### src/nvc_pkg.sv
`default_nettype none
package nvc_pkg;

   // Special-function register addresses seen by the core
   localparam logic [7:0] ADDR_NVM_ADDRESS = 8'h1a;
   localparam logic [7:0] ADDR_NVM_DATA_BYTE = 8'h1b;
   localparam logic [7:0] ADDR_BANK_SELECT = 8'h04;
   localparam logic [7:0] ADDR_INDIRECT_POINTER = 8'h03;
   localparam logic [7:0] ADDR_INDIRECT_ACCESS_PORT = 8'h02;
   localparam logic [7:0] ADDR_IRQ_CTRL = 8'h0e;
   localparam logic [7:0] ADDR_NVM_CONTROL = 8'h40;
   localparam logic [7:0] BANK_NVM_CONTROL = 8'h01;

   // Control register fields
   localparam int CTL_STORE_PERMIT = 3;
   localparam int CTL_STORE_START = 2;
   localparam int CTL_FETCH_PERMIT = 1;
   localparam int CTL_FETCH_START = 0;
   localparam logic [3:0] CTL_RESET = 4'h0;
   localparam logic [7:0] BANK_RESET = 8'h00;
   localparam logic [7:0] PTR_RESET = 8'h00;

   // Interrupt control fields
   localparam int IRQ_GLOBAL_ON = 0;
   localparam int IRQ_MF_ON = 1;
   localparam int IRQ_DONE_ON = 2;
   localparam int IRQ_MF_FLAG = 3;
   localparam int IRQ_DONE_FLAG = 4;
   localparam logic [4:0] IRQ_RESET = 5'h00;

   // Timing
   localparam int FETCH_TIME_NS = 20;
   localparam int CLK_PERIOD_NS = 10;
   localparam int FETCH_CYCLES = (FETCH_TIME_NS + CLK_PERIOD_NS - 1) /
      CLK_PERIOD_NS;

   typedef struct packed {
      logic wr;
      logic rd;
      logic [7:0] addr;
      logic [7:0] wdata;
   } nvc_sfr_req_t;

   typedef struct packed {
      logic we;
      logic [7:0] addr;
      logic [7:0] wdata;
   } nvc_mem_req_t;

endpackage : nvc_pkg
`default_nettype wire

### src/nvc_mem.sv
`timescale 1ns/1ns
`default_nettype none
// Byte array model of the cell array; read data registered
module nvc_mem #(
   parameter int AW = 8
)
(
   // Clock
   input wire logic clk,
   // Access
   input wire nvc_pkg::nvc_mem_req_t req,
   input wire logic en,
   output logic [7:0] rdata
);

   logic [7:0] cells_ff [0:(1 << AW) - 1];

   always_ff @(posedge clk)
   begin
      if (en && req.we)
      begin
         cells_ff[req.addr[AW-1:0]] <= req.wdata;
      end
      if (en && !req.we)
      begin
         rdata <= cells_ff[req.addr[AW-1:0]];
      end
   end

endmodule : nvc_mem
`default_nettype wire

### src/nvc_ctrl.sv
`timescale 1ns/1ns
`default_nettype none
module nvc_ctrl #(
   parameter int AW = 8
)
(
   // Clock and reset
   input wire logic clk,
   input wire logic nrst,
   // Core special-function register access
   input wire nvc_pkg::nvc_sfr_req_t sfr,
   output logic [7:0] sfr_rdata,
   // Asynchronous write timer
   output logic timer_start,
   input wire logic timer_done,
   // Interrupt handshake with the core
   input wire logic stack_full,
   input wire logic irq_serviced,
   output logic irq_vector_req
);

   typedef enum {NVC_IDLE, NVC_FETCH, NVC_FETCH_END, NVC_STORE,
      NVC_STORE_WAIT} nvc_state_t;

   nvc_state_t state_ff;
   logic [AW-1:0] addr_ff;
   logic [7:0] data_ff;
   logic [7:0] bank_ff;
   logic [7:0] ptr_ff;
   logic [3:0] ctl_ff;
   logic [4:0] irq_ff;
   logic [AW-1:0] cyc_addr_ff;
   logic [7:0] cyc_data_ff;
   logic [3:0] cnt_ff;
   logic done_sync1_ff;
   logic done_sync2_ff;
   logic done_prev_ff;
   logic [7:0] mem_rdata;
   logic mem_en;
   logic ctl_sel;
   logic [3:0] ctl_wr;
   logic fetch_go;
   logic store_go;
   logic cycle_end;
   logic timer_edge;
   nvc_pkg::nvc_mem_req_t mem_req;

   // Control register is only visible through the indirect port
   assign ctl_sel = sfr.addr == nvc_pkg::ADDR_INDIRECT_ACCESS_PORT &&
      ptr_ff == nvc_pkg::ADDR_NVM_CONTROL &&
      bank_ff == nvc_pkg::BANK_NVM_CONTROL;
   assign ctl_wr = sfr.wdata[3:0];

   // Start only honoured if its permit was already set beforehand
   assign fetch_go = state_ff == NVC_IDLE && sfr.wr && ctl_sel &&
      ctl_wr[nvc_pkg::CTL_FETCH_START] &&
      !ctl_ff[nvc_pkg::CTL_FETCH_START] &&
      ctl_ff[nvc_pkg::CTL_FETCH_PERMIT];
   assign store_go = state_ff == NVC_IDLE && sfr.wr && ctl_sel &&
      ctl_wr[nvc_pkg::CTL_STORE_START] &&
      !ctl_ff[nvc_pkg::CTL_STORE_START] &&
      ctl_ff[nvc_pkg::CTL_STORE_PERMIT] && !fetch_go;

   assign timer_edge = done_sync2_ff && !done_prev_ff;
   assign cycle_end = state_ff == NVC_FETCH_END ||
      (state_ff == NVC_STORE_WAIT && timer_edge);

   // Timer completion is asynchronous: two-stage synchroniser
   always_ff @(posedge clk or negedge nrst)
   begin
      if (!nrst)
      begin
         done_sync1_ff <= 1'b0;
         done_sync2_ff <= 1'b0;
         done_prev_ff <= 1'b0;
      end
      else
      begin
         done_sync1_ff <= timer_done;
         done_sync2_ff <= done_sync1_ff;
         done_prev_ff <= done_sync2_ff;
      end
   end

   // Directly mapped registers; address/data power up undefined
   always_ff @(posedge clk)
   begin
      if (sfr.wr && sfr.addr == nvc_pkg::ADDR_NVM_ADDRESS)
      begin
         addr_ff <= sfr.wdata[AW-1:0];
      end
   end

   always_ff @(posedge clk)
   begin
      if (state_ff == NVC_FETCH_END)
      begin
         data_ff <= mem_rdata;
      end
      else if (sfr.wr && sfr.addr == nvc_pkg::ADDR_NVM_DATA_BYTE)
      begin
         data_ff <= sfr.wdata;
      end
   end

   always_ff @(posedge clk or negedge nrst)
   begin
      if (!nrst)
      begin
         bank_ff <= nvc_pkg::BANK_RESET;
         ptr_ff <= nvc_pkg::PTR_RESET;
      end
      else
      begin
         if (sfr.wr && sfr.addr == nvc_pkg::ADDR_BANK_SELECT)
         begin
            bank_ff <= sfr.wdata;
         end
         if (sfr.wr && sfr.addr == nvc_pkg::ADDR_INDIRECT_POINTER)
         begin
            ptr_ff <= sfr.wdata;
         end
      end
   end

   // Control register
   always_ff @(posedge clk or negedge nrst)
   begin
      if (!nrst)
      begin
         ctl_ff <= nvc_pkg::CTL_RESET;
      end
      else
      begin
         if (sfr.wr && ctl_sel)
         begin
            ctl_ff[nvc_pkg::CTL_STORE_PERMIT] <=
               ctl_wr[nvc_pkg::CTL_STORE_PERMIT];
            ctl_ff[nvc_pkg::CTL_FETCH_PERMIT] <=
               ctl_wr[nvc_pkg::CTL_FETCH_PERMIT];
            // Software cannot clear a start bit mid-cycle
            if (state_ff == NVC_IDLE)
            begin
               ctl_ff[nvc_pkg::CTL_FETCH_START] <= fetch_go;
               ctl_ff[nvc_pkg::CTL_STORE_START] <= store_go;
            end
         end
         if (cycle_end)
         begin
            ctl_ff[nvc_pkg::CTL_FETCH_START] <= 1'b0;
            ctl_ff[nvc_pkg::CTL_STORE_START] <= 1'b0;
         end
      end
   end

   // Latch address and data so later register writes cannot corrupt
   always_ff @(posedge clk)
   begin
      if (fetch_go || store_go)
      begin
         cyc_addr_ff <= addr_ff;
         cyc_data_ff <= data_ff;
      end
   end

   // Cycle sequencer
   always_ff @(posedge clk or negedge nrst)
   begin
      if (!nrst)
      begin
         state_ff <= NVC_IDLE;
         cnt_ff <= 4'h0;
      end
      else
      begin
         unique case (state_ff)
            NVC_IDLE:
            begin
               cnt_ff <= 4'h0;
               if (fetch_go)
               begin
                  state_ff <= NVC_FETCH;
               end
               else if (store_go)
               begin
                  state_ff <= NVC_STORE;
               end
            end
            NVC_FETCH:
            begin
               cnt_ff <= cnt_ff + 4'h1;
               if (cnt_ff == 4'(nvc_pkg::FETCH_CYCLES - 1))
               begin
                  state_ff <= NVC_FETCH_END;
               end
            end
            NVC_FETCH_END:
            begin
               state_ff <= NVC_IDLE;
            end
            NVC_STORE:
            begin
               state_ff <= NVC_STORE_WAIT;
            end
            NVC_STORE_WAIT:
            begin
               if (timer_edge)
               begin
                  state_ff <= NVC_IDLE;
               end
            end
         endcase
      end
   end

   always_ff @(posedge clk or negedge nrst)
   begin
      if (!nrst)
      begin
         timer_start <= 1'b0;
      end
      else
      begin
         timer_start <= state_ff == NVC_STORE ||
            (state_ff == NVC_STORE_WAIT && !done_sync2_ff &&
            timer_start);
      end
   end

   // Commit on store entry, fetch on first fetch cycle
   assign mem_en = state_ff == NVC_STORE ||
      (state_ff == NVC_FETCH && cnt_ff == 4'h0);
   assign mem_req.we = state_ff == NVC_STORE;
   assign mem_req.addr = 8'(cyc_addr_ff);
   assign mem_req.wdata = cyc_data_ff;

   nvc_mem #(.AW(AW)) u_mem (
      .clk(clk),
      .req(mem_req),
      .en(mem_en),
      .rdata(mem_rdata)
   );

   // Interrupt bits; a cycle end beats a software clear
   always_ff @(posedge clk or negedge nrst)
   begin
      if (!nrst)
      begin
         irq_ff <= nvc_pkg::IRQ_RESET;
      end
      else
      begin
         if (sfr.wr && sfr.addr == nvc_pkg::ADDR_IRQ_CTRL)
         begin
            irq_ff <= sfr.wdata[4:0];
         end
         if (irq_serviced)
         begin
            irq_ff[nvc_pkg::IRQ_MF_FLAG] <= 1'b0;
         end
         if (cycle_end)
         begin
            irq_ff[nvc_pkg::IRQ_DONE_FLAG] <= 1'b1;
            irq_ff[nvc_pkg::IRQ_MF_FLAG] <= 1'b1;
         end
      end
   end

   always_ff @(posedge clk or negedge nrst)
   begin
      if (!nrst)
      begin
         irq_vector_req <= 1'b0;
      end
      else
      begin
         irq_vector_req <= irq_ff[nvc_pkg::IRQ_MF_FLAG] &&
            irq_ff[nvc_pkg::IRQ_DONE_FLAG] &&
            irq_ff[nvc_pkg::IRQ_DONE_ON] &&
            irq_ff[nvc_pkg::IRQ_MF_ON] &&
            irq_ff[nvc_pkg::IRQ_GLOBAL_ON] &&
            !stack_full && !irq_serviced;
      end
   end

   // Read mux, registered
   always_ff @(posedge clk or negedge nrst)
   begin
      if (!nrst)
      begin
         sfr_rdata <= 8'h00;
      end
      else if (sfr.rd)
      begin
         sfr_rdata <= 8'h00;
         if (sfr.addr == nvc_pkg::ADDR_NVM_ADDRESS)
         begin
            sfr_rdata <= 8'(addr_ff);
         end
         else if (sfr.addr == nvc_pkg::ADDR_NVM_DATA_BYTE)
         begin
            sfr_rdata <= data_ff;
         end
         else if (sfr.addr == nvc_pkg::ADDR_BANK_SELECT)
         begin
            sfr_rdata <= bank_ff;
         end
         else if (sfr.addr == nvc_pkg::ADDR_INDIRECT_POINTER)
         begin
            sfr_rdata <= ptr_ff;
         end
         else if (sfr.addr == nvc_pkg::ADDR_IRQ_CTRL)
         begin
            sfr_rdata <= {3'h0, irq_ff};
         end
         else if (ctl_sel)
         begin
            sfr_rdata <= {4'h0, ctl_ff};
         end
      end
   end

endmodule : nvc_ctrl
`default_nettype wire

### config.mk
export PLATFORM = sky130hd
export DESIGN_NAME = nvc_ctrl
export DESIGN_NICKNAME = d
export VERILOG_FILES = /design/src/nvc_pkg.sv /design/src/nvc_mem.sv /design/src/nvc_ctrl.sv
export SDC_FILE = /design/constraint.sdc
export NUM_CORES = 2
export LEC_CHECK = 0
export BUFFER_PORTS_ARGS = -buffer_cell sky130_fd_sc_hd__buf_2
export CELL_PAD_IN_SITES_DETAIL_PLACEMENT = 1
export CELL_PAD_IN_SITES_GLOBAL_PLACEMENT = 2
export CORE_ASPECT_RATIO = 1.2
export CORE_UTILIZATION = 25
export CTS_CLUSTER_SIZE = 14
export DETAILED_ROUTE_END_ITERATION = 8
export PLACE_DENSITY = 0.52
export SETUP_SLACK_MARGIN = 0.05
export SLEW_MARGIN = 20
export SYNTH_ARGS = -nofsm -noshare
export SYNTH_HDL_FRONTEND = slang
export SYNTH_SLANG_ARGS = --single-unit
### constraint.sdc
create_clock -name clk -period 5 [get_ports clk]
set_input_delay 0.75 -clock clk [delete_from_list [all_inputs] [get_ports clk]]
set_output_delay 0.75 -clock clk [all_outputs]
set_load 0.005 [all_outputs]
==> impl_metrics.ini <==
[clocking]
cts-root-to-sink-buffers = 4
clock_latency_ps = 920
clock_sink_count = 2133
numCtsBuffers = 222
post-cts-setup-buffers = 0
cts_htree_levels = 4
cts_root_buffer = sky130_fd_sc_hd__clkbuf_16
cts_tree = done
clkTransAtPathRegs_ps = 60

[timing]
final_critical_path_share_of_the_clock_period = 0.888
worst_slew_pin_slew_ps = 1190
clock_skew_ps = 67.6
timing.final.setup_violations = 0
rsz0062_at_grt = no
whs_ps = 82.7
fmax_ghz = 0.225
timing_hold_violations_final = 0
timing.final.max_slew_violations = 0
finalCriticalPeriod_ps = 4440
fin_setup_tns_ps = 0
slew_headroom = 0.209

[grt]
via_count_of_the_first_global_routing_pass = 43934
gr-usage-all-layers = 0.155
grt_start_max_net_pins = 189
grt_pass1_wl_mm = 365
grt_overflow_total = 0
grt_antenna_before_repair = 15

[synth]
synthDominantCellAreaShare = 0.757
register_bit_total_from_synthesis = 2133
ys_async_sr_fraction = 0.0211
post-synth-top-area-cell = sky130_fd_sc_hd__edfxtp_1
dominantRegCellSynth = sky130_fd_sc_hd__edfxtp_1
synth_area_mm2 = 0.0828
cell_count_after_synthesis = 3889
netlist_top_cells_area = sky130_fd_sc_hd__edfxtp_1 (76%), sky130_fd_sc_hd__mux4_2 (14%), sky130_fd_sc_hd__mux2i_1 (1.5%)
top_count_cell_post_synth = sky130_fd_sc_hd__edfxtp_1
mappedNetlistNets = 3915
synth-edff-count = 2088
ys_seq_area_frac = 0.770
synth_area_per_cell_um2 = 21.3
yosys-top-cells-count = sky130_fd_sc_hd__edfxtp_1 (2,088), sky130_fd_sc_hd__mux4_2 (519), sky130_fd_sc_hd__nor2_1 (299)
ys_warn_count = 0
netlist-cell-type-count = 68

[critical_path]
startpoint_type = flop
worstPathArrival_ps = 5030
reg2reg_slack_ps = 560
critical_path_required_ps = 5590
crit_path_max_fanout = 22
endpoint_type_of_the_worst_setup_path = flop
worstSetupPathType = flop to flop

[power]
share_clk_of_total_power = 0.455
p_leak_nw = 30.1
power.switching_fraction = 0.200
internal_power_w = 0.0285
power_frac_comb = 0.002
p_seq_frac = 0.543
power_density_over_cell_area_mw_per_mm2 = 366
total_switching_power_w = 0.00711
vdd_ir_drop_max_v = 0.000279

[route]
routed_wire_length_per_instance_um = 29.5
routed_wirelength_mm = 260
drt-initial-drc-count = 3161
via_count = 40661
via_per_inst = 4.61
drt_pre_antenna_iters = 6
antenna_violating_nets_post_route = 0
drcViolationCount = 0

[die]
die-height_um = 633
start_util = 0.251
core_region_area_mm2 = 0.330
fp.dieW_um = 527
boundaryPins = 33
die-area_mm2 = 0.334
row_count = 231

[place]
numPortBuffers = 32
gp_routability_congestion = 0.789
placed_cells = 8416
dp.final_hpwl_mm = 164

[finish]
layout.core_utilization = 0.295
final_net_count = 4243
finish.cell_count_without_fillers = 8825
layout-drive-gt1-share = 0.280
area_growth_syn_to_layout_pct = 17.3

[run_status]
outcome = completed

[flow_run]
max_cap_violation_count = 0

[min_path]
timing.hold.worst.class = primary input to flop
-- cell usage in the layout (no fill, tap or decap), types with 9 or more instances in the layout --
master	n
sky130_fd_sc_hd__a21oi_1	44
sky130_fd_sc_hd__nand2_1	76
sky130_fd_sc_hd__a221oi_1	12
sky130_fd_sc_hd__edfxtp_1	2088
sky130_fd_sc_hd__dfrtp_1	45
sky130_fd_sc_hd__buf_12	36
sky130_fd_sc_hd__buf_4	268
sky130_fd_sc_hd__mux2i_1	127
sky130_fd_sc_hd__mux2_2	36
sky130_fd_sc_hd__nor2b_1	17
sky130_fd_sc_hd__nand2b_1	13
sky130_fd_sc_hd__o21ai_0	16
sky130_fd_sc_hd__o32ai_1	11
sky130_fd_sc_hd__nand2_2	16
sky130_fd_sc_hd__nor4_1	18
sky130_fd_sc_hd__clkbuf_1	44
sky130_fd_sc_hd__a211oi_1	10
sky130_fd_sc_hd__nor2_1	296
sky130_fd_sc_hd__mux4_2	519
sky130_fd_sc_hd__buf_2	31
sky130_fd_sc_hd__clkinv_1	57
sky130_fd_sc_hd__bufinv_16	19
sky130_fd_sc_hd__nor3_1	23
sky130_fd_sc_hd__nand4_1	14
sky130_fd_sc_hd__clkinv_2	41
sky130_fd_sc_hd__a22oi_1	86
sky130_fd_sc_hd__nand3_1	33
sky130_fd_sc_hd__a22o_1	13
sky130_fd_sc_hd__a31oi_1	9
sky130_fd_sc_hd__clkbuf_16	223
-- metal layers --
metal / up-vias / part of all wire / global-route usage
met5: - / 0.000081 / 0
met4: 4 / 0.026 / 0.0404
met3: 317 / 0.039 / 0.0196
met2: 913 / 0.51 / 0.274
met1: 22518 / 0.42 / 0.198
li1: 16909 / - / -
-- metrics by stage --
step / setup WS, ps / area (um2) / total power [W]
finish: 560 / 97200 / 0.0356
global route: 548 / 97200 / 0.0366
CTS: 492 / 97200 / 0.0360
detailed placement: 547 / 90200 / 0.0198
global placement: 497 / 90200 / 0.0198
floorplan: 954 / 82800 / 0.0197
-- kinds of logic (layout without fill, tap and decap cells) --
logic type	count (synthesis)	after routing	synth area share
DFF	2133	2133	0.770
AOI/OAI and AO/OA	258	258	0.0224
and+or+nand+nor	569	569	0.0314
muxes	682	682	0.161
other	0	4	0
adders and majority gates	3	3	0.000453
buffers and inverters	244	749	0.0139
-- power groups by stage --
stage / logic, W / clock network (W) / registers, W
5_1_grt: 0.0000729 / 0.0172 / 0.0193
4_1_cts: 0.0000668 / 0.0166 / 0.0193
2_1_floorplan: 0.0000270 / 0 / 0.0197
6_report: 0.0000657 / 0.0162 / 0.0193
3_5_place_dp: 0.0000651 / 0 / 0.0197
3_3_place_gp: 0.0000646 / 0 / 0.0197
-- layout make-up --
class	count	area, um2
multi-input cells	1512	17900
fillers	33327	233000
repair buffers	339	2930
clock buffers	267	5750
diodes	4	10.0
well taps	4427	5540
inverters	9	38.8
clock inverters	134	1160
flip-flops and latches	2133	63800
-- final timing paths --
check / start / end / depth (start not counted)
max in group asynchronous: nrst / cnt_ff[3] / 2
min in group asynchronous: nrst / sfr_rdata[1] / 2
min: irq_serviced / irq_ff[3] / 2
max reg2reg: cyc_addr_ff[0] / u_mem.rdata[2] / 9
min reg2reg: done_sync1_ff / done_sync2_ff / 0
max: cyc_addr_ff[0] / u_mem.rdata[2] / 9
-- state kept, by name, indices dropped and copies added (netlist names), 3 cells and up --
signal	flops
cyc_data_ff	8
ptr_ff	8
cyc_addr_ff	8
data_ff	8
addr_ff	8
cnt_ff	4
sfr_rdata	8
u_mem.cells_ff	2048
ctl_ff	4
state_ff	3
irq_ff	5
bank_ff	8
u_mem.rdata	8
-- timing repair --
item | 4_1_cts | 5_1_grt
hold buffers | 3 | 1
gates resized for setup | 0 | 0
hold endpoints to repair | 2 | 45
-- critical path, stage by stage (launching register included) --
cell and delay [ps]:
sky130_fd_sc_hd__edfxtp_1 410, sky130_fd_sc_hd__buf_4 340, sky130_fd_sc_hd__buf_12 260, sky130_fd_sc_hd__buf_4 340, sky130_fd_sc_hd__mux4_2 570, sky130_fd_sc_hd__a22o_1 250
sky130_fd_sc_hd__a221oi_1 500, sky130_fd_sc_hd__o22ai_1 300, sky130_fd_sc_hd__nor4_1 890, sky130_fd_sc_hd__nand4_1 190
Power figures use the tool's default switching activity.
